===== src/tcf_defs.vh =====
// Purpose: constants for the command-frame interpreter
// Assumes: included by tcf_cmd_frames.v; byte offsets are frame offsets from byte 0
// Notes:   codes other than read and write are local choices
`ifndef TCF_DEFS_VH
`define TCF_DEFS_VH

// frame header layout
`define TCF_HDR_BYTES     32'd64
`define TCF_OFS_PRE_HI    6'h00
`define TCF_OFS_PRE_LO    6'h01
`define TCF_OFS_VER       6'h02
`define TCF_OFS_CMD       6'h03
`define TCF_OFS_SUB       6'h04
`define TCF_OFS_STATUS    6'h05
`define TCF_OFS_FLAGS     6'h06
`define TCF_OFS_LEN       6'h08
`define TCF_OFS_ADDR      6'h0c
`define TCF_OFS_DCRC      6'h3a
`define TCF_OFS_HCRC      6'h3e
`define TCF_OFS_HCRC_LAST 6'h3d
`define TCF_OFS_LAST      6'h3f

// fixed field values
`define TCF_PREAMBLE      16'ha1ec
`define TCF_PROTO_REV     8'h03
`define TCF_FLAG_NO_DCRC  0

// command codes
`define TCF_CMD_READ      8'h03
`define TCF_CMD_WRITE     8'h04
`define TCF_CMD_RESET     8'h05
`define TCF_CMD_FLASH     8'h06
`define TCF_CMD_ALIVE     8'h07

// result codes placed at the status byte of each response
`define TCF_ST_OK         8'h00
`define TCF_ST_BAD_HDR    8'h01
`define TCF_ST_BAD_CMD    8'h02
`define TCF_ST_BAD_LEN    8'h03
`define TCF_ST_BAD_DCRC   8'h04

// checksum generators and start values
`define TCF_CRC16_POLY    16'h1021
`define TCF_CRC16_INIT    16'h0000
`define TCF_CRC32_POLY    32'h04c11db7
`define TCF_CRC32_INIT    32'h0fffffff

// network settings and their register addresses
`define TCF_NET_PORT      16'h2711
`define TCF_NET_IP_RST    32'hc0a8000a
`define TCF_NET_MASK_RST  32'hffffff00
`define TCF_REG_IP_HI     16'h0010
`define TCF_REG_IP_LO     16'h0011
`define TCF_REG_MASK_HI   16'h0012
`define TCF_REG_MASK_LO   16'h0013

// idle timeout
`define TCF_IDLE_MS       3000
`define TCF_CLK_KHZ       10000

`endif


===== src/tcf_regmem.v =====
// Purpose: register storage of 16-bit words behind the command interpreter
// Assumes: one write port and one read port on the same clock
// Notes:   read data appear one clock after the address, from a register
module tcf_regmem #(
  parameter AW = 8,                      // address bits kept
  parameter DW = 16                      // word width
) (
  // clock and reset
  input  wire          clk_sys,
  input  wire          rst_n,
  // write port
  input  wire          we,
  input  wire [AW-1:0] waddr,
  input  wire [DW-1:0] wdata,
  // read port
  input  wire [AW-1:0] raddr,
  output reg  [DW-1:0] rdata
);

  reg [DW-1:0] mem [0:(1<<AW)-1];        // storage array, no reset value

  // write port: array cells carry no reset, software sets them
  always @(posedge clk_sys) begin
    if (we) begin
      mem[waddr] <= wdata;
    end
  end

  // registered read port
  always @(posedge clk_sys or negedge rst_n) begin
    if (!rst_n) begin
      rdata <= {DW{1'b0}};
    end else begin
      rdata <= mem[raddr];
    end
  end

endmodule // tcf_regmem


===== src/tcf_cmd_frames.v =====
// Purpose: parse control command frames from a TCP byte stream and answer each one
// Assumes: a TCP stack outside delivers and takes bytes in order with valid/ready
// Notes:   registers are 16-bit words held in tcf_regmem
// Summary of operation
// [RULE_01] frame starts with 16-bit preamble, high byte first
// [RULE_02] byte two holds protocol version three
// [RULE_03] byte three is command; three means read
// [RULE_04] host gives even byte count at offset eight
// [RULE_05] register count is length halved, 16-bit registers
// [RULE_06] start address at offset twelve, consecutive access
// [RULE_07] read command data checksum field is zero
// [RULE_08] header checksum covers bytes two through 0x3d
// [RULE_09] header checksum is CRC-CCITT, start zero
// [RULE_10] payload checksum is CRC-32, documented start value
// [RULE_11] every command gets exactly one response frame
// [RULE_12] read returns consecutive register contents
// [RULE_13] write updates consecutive registers
// [RULE_14] reset command reboots the module
// [RULE_15] flash update streams payload to chosen target
// [RULE_16] host sends keep-alive within two seconds
// [RULE_17] idle timeout closes connection, await new one
// [RULE_18] listen on port 10001, default address and mask
// [RULE_19] network setting writes apply at reconnect only
// [RULE_20] read response length reports bytes returned
// [RULE_21] read data at 0x40, words high byte first
// [RULE_22] bad preamble, version or checksum: report, no action; a bad data checksum is reported after write or flash bytes went out
`include "tcf_defs.vh"
module tcf_cmd_frames #(
  parameter AW      = 8,                                   // register address bits kept
  parameter IDLE_CYC = `TCF_IDLE_MS * `TCF_CLK_KHZ         // idle cycles before close
) (
  // clock and reset
  input  wire        clk_sys,
  input  wire        rst_n,
  // connection status from the TCP stack
  input  wire        conn_open,
  output reg         conn_close,
  // received bytes
  input  wire        rx_valid,
  input  wire [7:0]  rx_data,
  output wire        rx_ready,
  // response bytes
  output reg         tx_valid,
  output reg  [7:0]  tx_data,
  input  wire        tx_ready,
  // flash update stream
  output reg         flash_start,
  output reg  [7:0]  flash_target,
  output reg         flash_valid,
  output reg  [7:0]  flash_data,
  output reg         flash_last,
  input  wire        flash_ready,
  // module reboot request
  output reg         sys_reset_req,
  // network settings in force
  output reg  [31:0] net_ip,
  output reg  [31:0] net_mask,
  output wire [15:0] listen_port
);

  // states
  localparam S_HDR  = 3'd0;                // collecting header bytes
  localparam S_CHK  = 3'd1;                // judging the header
  localparam S_PAY  = 3'd2;                // taking payload bytes
  localparam S_PCHK = 3'd3;                // judging the payload checksum
  localparam S_CALC = 3'd4;                // checksum pass over read data
  localparam S_TX   = 3'd5;                // sending the response
  localparam S_END  = 3'd6;                // after the response
  localparam [15:0] PRE = `TCF_PREAMBLE;   // preamble split into bytes below

  reg [2:0]  state;                        // frame state
  reg [31:0] cnt;                          // byte position, in and out
  reg [15:0] pre;                          // received preamble
  reg [7:0]  proto_rev_byte;               // received version
  reg [7:0]  cmd;                          // received command
  reg [7:0]  secondary_opcode;             // received sub command
  reg [15:0] flags;                        // received flags
  reg [31:0] len;                          // received length
  reg [15:0] start_reg_addr;               // received start address
  reg [31:0] payload_checksum;             // received data checksum
  reg [15:0] header_checksum;              // received header checksum
  reg [15:0] crc16;                        // running header checksum
  reg [31:0] crc32;                        // running data checksum
  reg [31:0] rsp_len;                      // length field of the response
  reg [7:0]  status;                       // result code of the response
  reg [31:0] widx;                         // word index within the access
  reg        rd_ph;                        // read address presented, data next
  reg [7:0]  wr_hi;                        // high byte of a word being written
  reg [31:0] idle;                         // cycles since last command
  reg        conn_prev;                    // conn_open one clock ago
  reg [31:0] pend_ip;                      // ip setting waiting for reconnect
  reg [31:0] pend_mask;                    // mask setting waiting for reconnect
  reg        we;                           // register write strobe
  reg [15:0] wdata;                        // register write data
  reg [15:0] waddr;                        // register write address
  reg [7:0]  hb;                           // next response byte
  wire [15:0] rdata;                       // register read data
  wire        rx_take;                     // byte accepted this clock
  wire        slot;                        // output stage free
  wire [15:0] raddr;                       // register read address
  wire        hdr_ok;                      // header passes all checks

  // one bit at a time, msb first, no final inversion
  function [15:0] f_crc16;
    input [15:0] c;
    input [7:0]  d;
    integer i;
    begin
      f_crc16 = c;
      for (i = 7; i >= 0; i = i - 1) begin
        if (f_crc16[15] ^ d[i]) begin
          f_crc16 = {f_crc16[14:0], 1'b0} ^ `TCF_CRC16_POLY;
        end else begin
          f_crc16 = {f_crc16[14:0], 1'b0};
        end
      end
    end
  endfunction

  // same scheme for the wide data checksum
  function [31:0] f_crc32;
    input [31:0] c;
    input [7:0]  d;
    integer i;
    begin
      f_crc32 = c;
      for (i = 7; i >= 0; i = i - 1) begin
        if (f_crc32[31] ^ d[i]) begin
          f_crc32 = {f_crc32[30:0], 1'b0} ^ `TCF_CRC32_POLY;
        end else begin
          f_crc32 = {f_crc32[30:0], 1'b0};
        end
      end
    end
  endfunction

  assign listen_port = `TCF_NET_PORT;                      // [RULE_18]
  assign rx_take  = rx_valid && rx_ready;
  assign slot     = !tx_valid || tx_ready;
  assign raddr    = start_reg_addr + widx[15:0];           // [RULE_06]
  // version, preamble and checksum must all agree
  assign hdr_ok   = (pre == `TCF_PREAMBLE) && (proto_rev_byte == `TCF_PROTO_REV) &&
                    (crc16 == header_checksum);            // [RULE_01] [RULE_02] [RULE_08]
  // bytes are taken only while parsing; flash sink can stall the payload
  assign rx_ready = conn_open && ((state == S_HDR) ||
                    ((state == S_PAY) && ((cmd != `TCF_CMD_FLASH) || flash_ready)));

  tcf_regmem #(
    .AW    (AW),
    .DW    (16)
  ) u_mem (
    .clk_sys (clk_sys),
    .rst_n   (rst_n),
    .we      (we),
    .waddr   (waddr[AW-1:0]),
    .wdata   (wdata),
    .raddr   (raddr[AW-1:0]),
    .rdata   (rdata)
  );

  // response header byte for the current output position
  always @* begin
    hb = 8'h00;
    case (cnt[5:0])
      `TCF_OFS_PRE_HI:     hb = PRE[15:8];                  // [RULE_01]
      `TCF_OFS_PRE_LO:     hb = PRE[7:0];
      `TCF_OFS_VER:        hb = `TCF_PROTO_REV;             // [RULE_02]
      `TCF_OFS_CMD:        hb = cmd;                        // echoes the command
      `TCF_OFS_SUB:        hb = secondary_opcode;
      `TCF_OFS_STATUS:     hb = status;
      6'h08:               hb = rsp_len[31:24];             // [RULE_20]
      6'h09:               hb = rsp_len[23:16];
      6'h0a:               hb = rsp_len[15:8];
      6'h0b:               hb = rsp_len[7:0];
      `TCF_OFS_ADDR:       hb = start_reg_addr[15:8];       // [RULE_06]
      6'h0d:               hb = start_reg_addr[7:0];
      `TCF_OFS_DCRC:       hb = crc32[31:24];
      6'h3b:               hb = crc32[23:16];
      6'h3c:               hb = crc32[15:8];
      `TCF_OFS_HCRC_LAST:  hb = crc32[7:0];
      `TCF_OFS_HCRC:       hb = crc16[15:8];                // [RULE_08]
      `TCF_OFS_LAST:       hb = crc16[7:0];
      default:             hb = 8'h00;                      // reserved and spare bytes
    endcase
  end

  // idle watchdog and network settings hand-over
  always @(posedge clk_sys or negedge rst_n) begin
    if (!rst_n) begin
      idle       <= 32'd0;
      conn_close <= 1'b0;
      conn_prev  <= 1'b0;
      net_ip     <= `TCF_NET_IP_RST;                       // [RULE_18]
      net_mask   <= `TCF_NET_MASK_RST;
    end else begin
      conn_prev  <= conn_open;
      conn_close <= 1'b0;
      // new settings only when a fresh connection comes up
      if (conn_open && !conn_prev) begin
        net_ip   <= pend_ip;                               // [RULE_19]
        net_mask <= pend_mask;
      end
      if (!conn_open || (state == S_CHK)) begin
        idle <= 32'd0;                                     // any whole command re-arms
      end else if (idle == IDLE_CYC - 1) begin
        idle       <= 32'd0;
        conn_close <= 1'b1;                                // [RULE_17]
      end else begin
        idle <= idle + 32'd1;
      end
    end
  end

  // frame engine
  always @(posedge clk_sys or negedge rst_n) begin
    if (!rst_n) begin
      state            <= S_HDR;
      cnt              <= 32'd0;
      pre              <= 16'h0000;
      proto_rev_byte   <= 8'h00;
      cmd              <= 8'h00;
      secondary_opcode <= 8'h00;
      flags            <= 16'h0000;
      len              <= 32'd0;
      start_reg_addr   <= 16'h0000;
      payload_checksum <= 32'd0;
      header_checksum  <= 16'h0000;
      crc16            <= `TCF_CRC16_INIT;
      crc32            <= `TCF_CRC32_INIT;
      rsp_len          <= 32'd0;
      status           <= `TCF_ST_OK;
      widx             <= 32'd0;
      rd_ph            <= 1'b0;
      wr_hi            <= 8'h00;
      we               <= 1'b0;
      wdata            <= 16'h0000;
      waddr            <= 16'h0000;
      pend_ip          <= `TCF_NET_IP_RST;
      pend_mask        <= `TCF_NET_MASK_RST;
      tx_valid         <= 1'b0;
      tx_data          <= 8'h00;
      flash_start      <= 1'b0;
      flash_target     <= 8'h00;
      flash_valid      <= 1'b0;
      flash_data       <= 8'h00;
      flash_last       <= 1'b0;
      sys_reset_req    <= 1'b0;
    end else begin
      we            <= 1'b0;
      flash_start   <= 1'b0;
      flash_valid   <= 1'b0;
      flash_last    <= 1'b0;
      sys_reset_req <= 1'b0;
      if (!conn_open || conn_close) begin
        // dropped or timed-out link abandons the frame in flight
        state    <= S_HDR;
        cnt      <= 32'd0;
        crc16    <= `TCF_CRC16_INIT;
        tx_valid <= 1'b0;
      end else begin
        case (state)
          S_HDR: begin
            if (rx_take) begin
              cnt <= cnt + 32'd1;
              if (cnt < 32'd2) pre <= {pre[7:0], rx_data};                 // [RULE_01]
              if (cnt[5:0] == `TCF_OFS_VER) proto_rev_byte <= rx_data;     // [RULE_02]
              if (cnt[5:0] == `TCF_OFS_CMD) cmd <= rx_data;                // [RULE_03]
              if (cnt[5:0] == `TCF_OFS_SUB) secondary_opcode <= rx_data;
              if (cnt[5:1] == 5'h03) flags <= {flags[7:0], rx_data};
              if (cnt[5:2] == 4'h2) len <= {len[23:0], rx_data};           // [RULE_04]
              if (cnt[5:1] == 5'h06) start_reg_addr <= {start_reg_addr[7:0], rx_data};
              if ((cnt >= 32'h3a) && (cnt <= 32'h3d)) begin
                payload_checksum <= {payload_checksum[23:0], rx_data};
              end
              if (cnt >= 32'h3e) header_checksum <= {header_checksum[7:0], rx_data};
              if ((cnt >= 32'd2) && (cnt <= 32'h3d)) begin
                crc16 <= f_crc16(crc16, rx_data);                          // [RULE_09]
              end
              if (cnt == `TCF_HDR_BYTES - 32'd1) state <= S_CHK;
            end
          end
          S_CHK: begin
            // one answer per frame whatever the verdict
            cnt     <= 32'd0;                                              // [RULE_11]
            widx    <= 32'd0;
            rd_ph   <= 1'b0;
            rsp_len <= 32'd0;
            crc32   <= `TCF_CRC32_INIT;                                    // [RULE_10]
            status  <= `TCF_ST_OK;
            state   <= S_TX;
            if (!hdr_ok) begin
              status <= `TCF_ST_BAD_HDR;                                   // [RULE_22]
            end else begin
              case (cmd)
                `TCF_CMD_READ: begin
                  if (len[0]) begin
                    status <= `TCF_ST_BAD_LEN;                             // [RULE_04]
                  end else if (payload_checksum != 32'd0) begin
                    status <= `TCF_ST_BAD_DCRC;                            // [RULE_07]
                  end else begin
                    rsp_len <= len;                                        // [RULE_20]
                    state   <= S_CALC;                                     // [RULE_12]
                  end
                end
                `TCF_CMD_WRITE: begin
                  waddr <= start_reg_addr;
                  if (len[0]) status <= `TCF_ST_BAD_LEN;
                  else if (len != 32'd0) state <= S_PAY;                   // [RULE_13]
                end
                `TCF_CMD_FLASH: begin
                  flash_start  <= 1'b1;                                    // [RULE_15]
                  flash_target <= secondary_opcode;
                  if (len != 32'd0) state <= S_PAY;
                end
                `TCF_CMD_RESET: status <= `TCF_ST_OK;                      // [RULE_14]
                `TCF_CMD_ALIVE: status <= `TCF_ST_OK;                      // [RULE_16]
                default:        status <= `TCF_ST_BAD_CMD;
              endcase
            end
          end
          S_PAY: begin
            if (rx_take) begin
              cnt   <= cnt + 32'd1;
              crc32 <= f_crc32(crc32, rx_data);                            // [RULE_10]
              if (cmd == `TCF_CMD_FLASH) begin
                flash_valid <= 1'b1;                                       // [RULE_15]
                flash_data  <= rx_data;
                flash_last  <= (cnt == len - 32'd1);
              end else if (!cnt[0]) begin
                wr_hi <= rx_data;                                          // [RULE_05]
              end else begin
                // word complete: write it, stepping the address first for every word after the first
                we    <= 1'b1;                                             // [RULE_13]
                wdata <= {wr_hi, rx_data};
                if (cnt != 32'd1) waddr <= waddr + 16'd1;                  // [RULE_06]
                if (waddr + {15'd0, cnt != 32'd1} == `TCF_REG_IP_HI)
                  pend_ip[31:16] <= {wr_hi, rx_data};                      // [RULE_19]
                if (waddr + {15'd0, cnt != 32'd1} == `TCF_REG_IP_LO)
                  pend_ip[15:0] <= {wr_hi, rx_data};
                if (waddr + {15'd0, cnt != 32'd1} == `TCF_REG_MASK_HI)
                  pend_mask[31:16] <= {wr_hi, rx_data};
                if (waddr + {15'd0, cnt != 32'd1} == `TCF_REG_MASK_LO)
                  pend_mask[15:0] <= {wr_hi, rx_data};
              end
              if (cnt == len - 32'd1) state <= S_PCHK;
            end
          end
          S_PCHK: begin
            // writes went out as words arrived, so a bad sum is only reported
            if (!flags[`TCF_FLAG_NO_DCRC] && (crc32 != payload_checksum))
              status <= `TCF_ST_BAD_DCRC;
            crc32 <= 32'd0;
            cnt   <= 32'd0;
            state <= S_TX;
          end
          S_CALC: begin
            // sum the read data first since its checksum precedes it
            if (widx == {1'b0, len[31:1]}) begin                           // [RULE_05]
              widx  <= 32'd0;
              state <= S_TX;
            end else if (!rd_ph) begin
              rd_ph <= 1'b1;
            end else begin
              crc32 <= f_crc32(f_crc32(crc32, rdata[15:8]), rdata[7:0]);   // [RULE_10]
              widx  <= widx + 32'd1;
              rd_ph <= 1'b0;
            end
          end
          S_TX: begin
            if (slot) begin
              if (cnt < `TCF_HDR_BYTES) begin
                tx_valid <= 1'b1;
                tx_data  <= hb;
                cnt      <= cnt + 32'd1;
                if ((cnt >= 32'd2) && (cnt <= 32'h3d)) crc16 <= f_crc16(crc16, hb);
                if (cnt == 32'd0) crc16 <= `TCF_CRC16_INIT;                // [RULE_09]
              end else if ((cnt - `TCF_HDR_BYTES) < rsp_len) begin
                if (!cnt[0] && !rd_ph) begin
                  rd_ph    <= 1'b1;                                        // wait for read data
                  tx_valid <= 1'b0;
                end else begin
                  tx_valid <= 1'b1;                                        // [RULE_21]
                  tx_data  <= cnt[0] ? rdata[7:0] : rdata[15:8];
                  cnt      <= cnt + 32'd1;
                  if (cnt[0]) begin
                    rd_ph <= 1'b0;
                    widx  <= widx + 32'd1;
                  end
                end
              end else begin
                tx_valid <= 1'b0;
                state    <= S_END;
              end
            end
          end
          S_END: begin
            // reboot only after the answer has left
            if ((cmd == `TCF_CMD_RESET) && (status == `TCF_ST_OK))
              sys_reset_req <= 1'b1;                                       // [RULE_14]
            cnt   <= 32'd0;
            crc16 <= `TCF_CRC16_INIT;
            state <= S_HDR;
          end
          default: state <= S_HDR;
        endcase
      end
    end
  end

endmodule // tcf_cmd_frames


===== config.mk =====
export PLATFORM = sky130hd
export DESIGN_NAME = tcf_cmd_frames
export DESIGN_NICKNAME = d
export VERILOG_FILES = /design/src/tcf_regmem.v /design/src/tcf_cmd_frames.v
export VERILOG_INCLUDE_DIRS = /design/src
export SDC_FILE = /design/constraint.sdc
export NUM_CORES = 2
export LEC_CHECK = 0
export BUFFER_PORTS_ARGS = -buffer_cell sky130_fd_sc_hd__buf_4
export CAP_MARGIN = 25
export CORE_ASPECT_RATIO = 1.5
export CORE_UTILIZATION = 40
export DETAILED_ROUTE_END_ITERATION = 16
export PLACE_DENSITY = 0.56
export REMOVE_ABC_BUFFERS = 1
export SLEW_MARGIN = 30
export SYNTH_ARGS = -nofsm -noshare
export SYNTH_HDL_FRONTEND = slang
export SYNTH_SLANG_ARGS = --single-unit
export TNS_END_PERCENT = 5

===== constraint.sdc =====
create_clock -name clk_sys -period 11.25 [get_ports clk_sys]
set_clock_uncertainty 0.15 [all_clocks]
set_input_delay 2.25 -clock clk_sys [delete_from_list [all_inputs] [get_ports clk_sys]]
set_output_delay 2.25 -clock clk_sys [all_outputs]
set_load 0.02 [all_outputs]

==> flow_summary.toml <==
[sta]
slew_headroom_pct = 20.5
max_freq_mhz = 154
worstMarginPinSlew_ps = 1190
maxSlewViolCount = 0
hold_violations = 0
finalSetupViolations = 0
period_share_pct = 57.5
min_period_ps = 6470
rsz0062_at_grt = "false"
setup_tns_ps = 0

[place]
dpl-instance-area_um2 = 198000
post-dp-hpwl_um = 315000
gp_congestion = 0.925
io_buffer_count = 108

[worst_setup_path]
cp_max_fo = 94
cp-end-kind = "flop"
critPathLaunch = "widx[0]"
rrSetupSlack_ps = 4780
crit_type = "flop to flop"
crit_path_top_delay_cell = "fa_4"
reg2reg_from = "widx[0]"
worst_path_largest_cell_delay_ps = 1280
crit_chain = "ha_4, fa_4, buf_12, buf_4, mux4_2, mux4_2, mux2i_1, nand2_1, o211ai_1, o211ai_1, buf_4, o21a_1"
critPathLaunchType = "flop"
cp.required_ps = 11980
crit_arrival_ps = 7200

[clock_tree]
clockRootBuffer = "clkbuf_16"
clk_pin_slew_worst_paths_ps = 60
clock_latency_ps = 1010
ctsHoldBuffers = 0
ctsResizeCount = 0
cts_setup_buffers = 0
clk_path_buf_depth = 4
cts_tree = "built"
cts_made_buffers = 425
cts_max_level = 5
clock-sinks = 4631

[logic_synthesis]
synthCells = 9293
synth_seq_cells = 4631
synth_seq_area_share_pct = 72.9
yosys_warnings = 0
async_flop_share_pct = 11.6
postSynthAreaPerCell_um2 = 20.1
yosysUniqueCellTypes = 86
synth_area_um2 = 187000
synthFlopType = "edfxtp_1"
synth-edff-count = 4096

[layout]
final_nets = 9741
mostFrequentLayoutCell = "edfxtp_1"
areaGrowthSynthToFinish_pct = 13.1
post-route-util_pct = 45.4
final_area_um2 = 212000
fillCellCount = 39000
regMostFlops = "u_mem.mem"
drive_above_1_share_pct = 30.5
final_cell_mix = "edfxtp_1, mux4_2, buf_4, clkbuf_16, dfrtp_1"
largest_reg_flops = 4096

[floorplan]
design.core.area_um2 = 466000
initial_utilization_pct = 40.2
dieArea_um2 = 471000
rows = 307
fp.dieH_um = 840
pin_count = 125
fp.dieW_um = 561

[hold_path]
min_from = "flash_target[5]"
min_path_type = "flop to flop"

[grt]
grt_pass1_wl_um = 735000
grt_pass1_vias = 97300
grt_remaining_overflow = 0
antenna_found_initial = 18
grt_usage_pct = 21.8
grt_max_degree = 208

[power_and_ir_drop]
power_density_nw_per_um2 = 200
leakage_nw = 68.5
ir_worst_vdd_mv = 0.502

[detailed_routing]
vias = 93400
wl_per_cell_um = 31.9
drtPass1Iterations = 5
drt-total-wl_um = 517000
antenna_left = 0
wl_met2_um = 272000
drc_errors = 0
via_per_inst = 5.76
drtIter0Drc = 8945
routed.top_layer = "met5"
met3_length_um = 26700
wl_met1_um = 193000

[job]
maxCapViolCount = 0

[status]
status = "complete, no violations"
-- worst max-delay path: cells and delay by family, from the launching register on --
family | cells | cell delay, ps
AO/OA/AOI/OAI | 3 | 500
adder cells (fa/ha/maj) | 2 | 1530
buffers and inverters | 3 | 1600
flip-flops | 1 | 540
multiplexers | 3 | 1590
AND/OR/NAND/NOR | 1 | 320
-- Yosys cell counts, drive strengths merged (11+ instances only) --
library cell	count	area share, %
a211oi	14	0.059
xnor2	276	1.4
o22ai	25	0.084
nor2b	40	0.13
o31ai	32	0.13
a221oi	17	0.080
o21a	21	0.084
a31oi	22	0.074
edfxtp	4096	66
dfrtp	445	5.9
nor3	73	0.20
o21ai	169	0.45
mux2i	75	0.40
o211ai	54	0.22
nand2	292	0.59
a22o	46	0.22
a21oi	82	0.22
nand4	57	0.19
clkbuf	428	0.86
and3	42	0.14
nand2b	25	0.084
and2	22	0.074
o22a	24	0.11
buf	169	0.40
dfstp	90	1.3
ha	53	0.35
a22oi	30	0.12
or3	11	0.037
inv	65	0.13
mux2	358	2.2
nor4	52	0.18
or4	14	0.056
a21o	22	0.088
xor2	143	0.69
nand3	91	0.24
nor2	417	0.84
mux4	1280	15
a32oi	12	0.056
-- area by class of cell --
type / instances / area [um2] / share of cell area (%)
sequential: 4631 / 137000 / 64.5
multi-input combinational: 4013 / 48600 / 22.9
clock buffer: 514 / 11200 / 5.29
tap: 6180 / 7730 / 3.65
timing repair buffer: 536 / 4730 / 2.23
clock inverter: 256 / 2670 / 1.26
inverter: 66 / 248 / 0.117
antenna: 14 / 35.0 / 0.0165
-- per-stage QoR --
step / hold slack, ps / instances / setup WS, ps / power [mW]
4_1_cts: 331 / 16200 / 4770 / 42.7
2_1_floorplan: 305 / 8710 / -30350 / 25.3
3_3_place_gp: 304 / 15400 / 4530 / 28.1
5_1_grt: 354 / 16200 / 4710 / 43.7
6_report: 328 / 16200 / 4780 / 42.3
3_5_place_dp: 316 / 15400 / 4740 / 28.1
-- layer usage --
metal	vias up	global-route usage [%]
met3	887	2.62
met4	2	9.75
met5	-	0
met2	3293	39.0
met1	50600	26.5
li1	38600	-
-- worst paths after layout --
check                                   to  cells past startpoint
setup / recovery           u_mem.rdata[11]                     12
hold / removal             flash_target[5]                      2
setup reg to reg           u_mem.rdata[11]                     12
hold reg to reg            flash_target[5]                      2
max in group asynchronous         wdata[7]                      3
min in group asynchronous          idle[5]                      1
-- where the power goes --
group	internal, mW	switching (mW)	total, mW
Clock	8.17	6.41	14.6
Sequential	18.7	0.382	19.0
Combinational	3.82	4.82	8.65
-- kinds of logic (layout without fill, tap and decap cells) --
kind of cell,Yosys count,in the layout,synth area share [%]
flops,4631,4631,72.9
other cells,2,30,0.00401
simple gates,1181,1181,2.98
mux,1713,1713,18.0
xor+xnor,421,421,2.07
compound gates,628,628,2.28
fa+ha+maj,54,54,0.365
buf+inv,663,1372,1.39
Note: power is estimated with default switching activity, not from simulation.
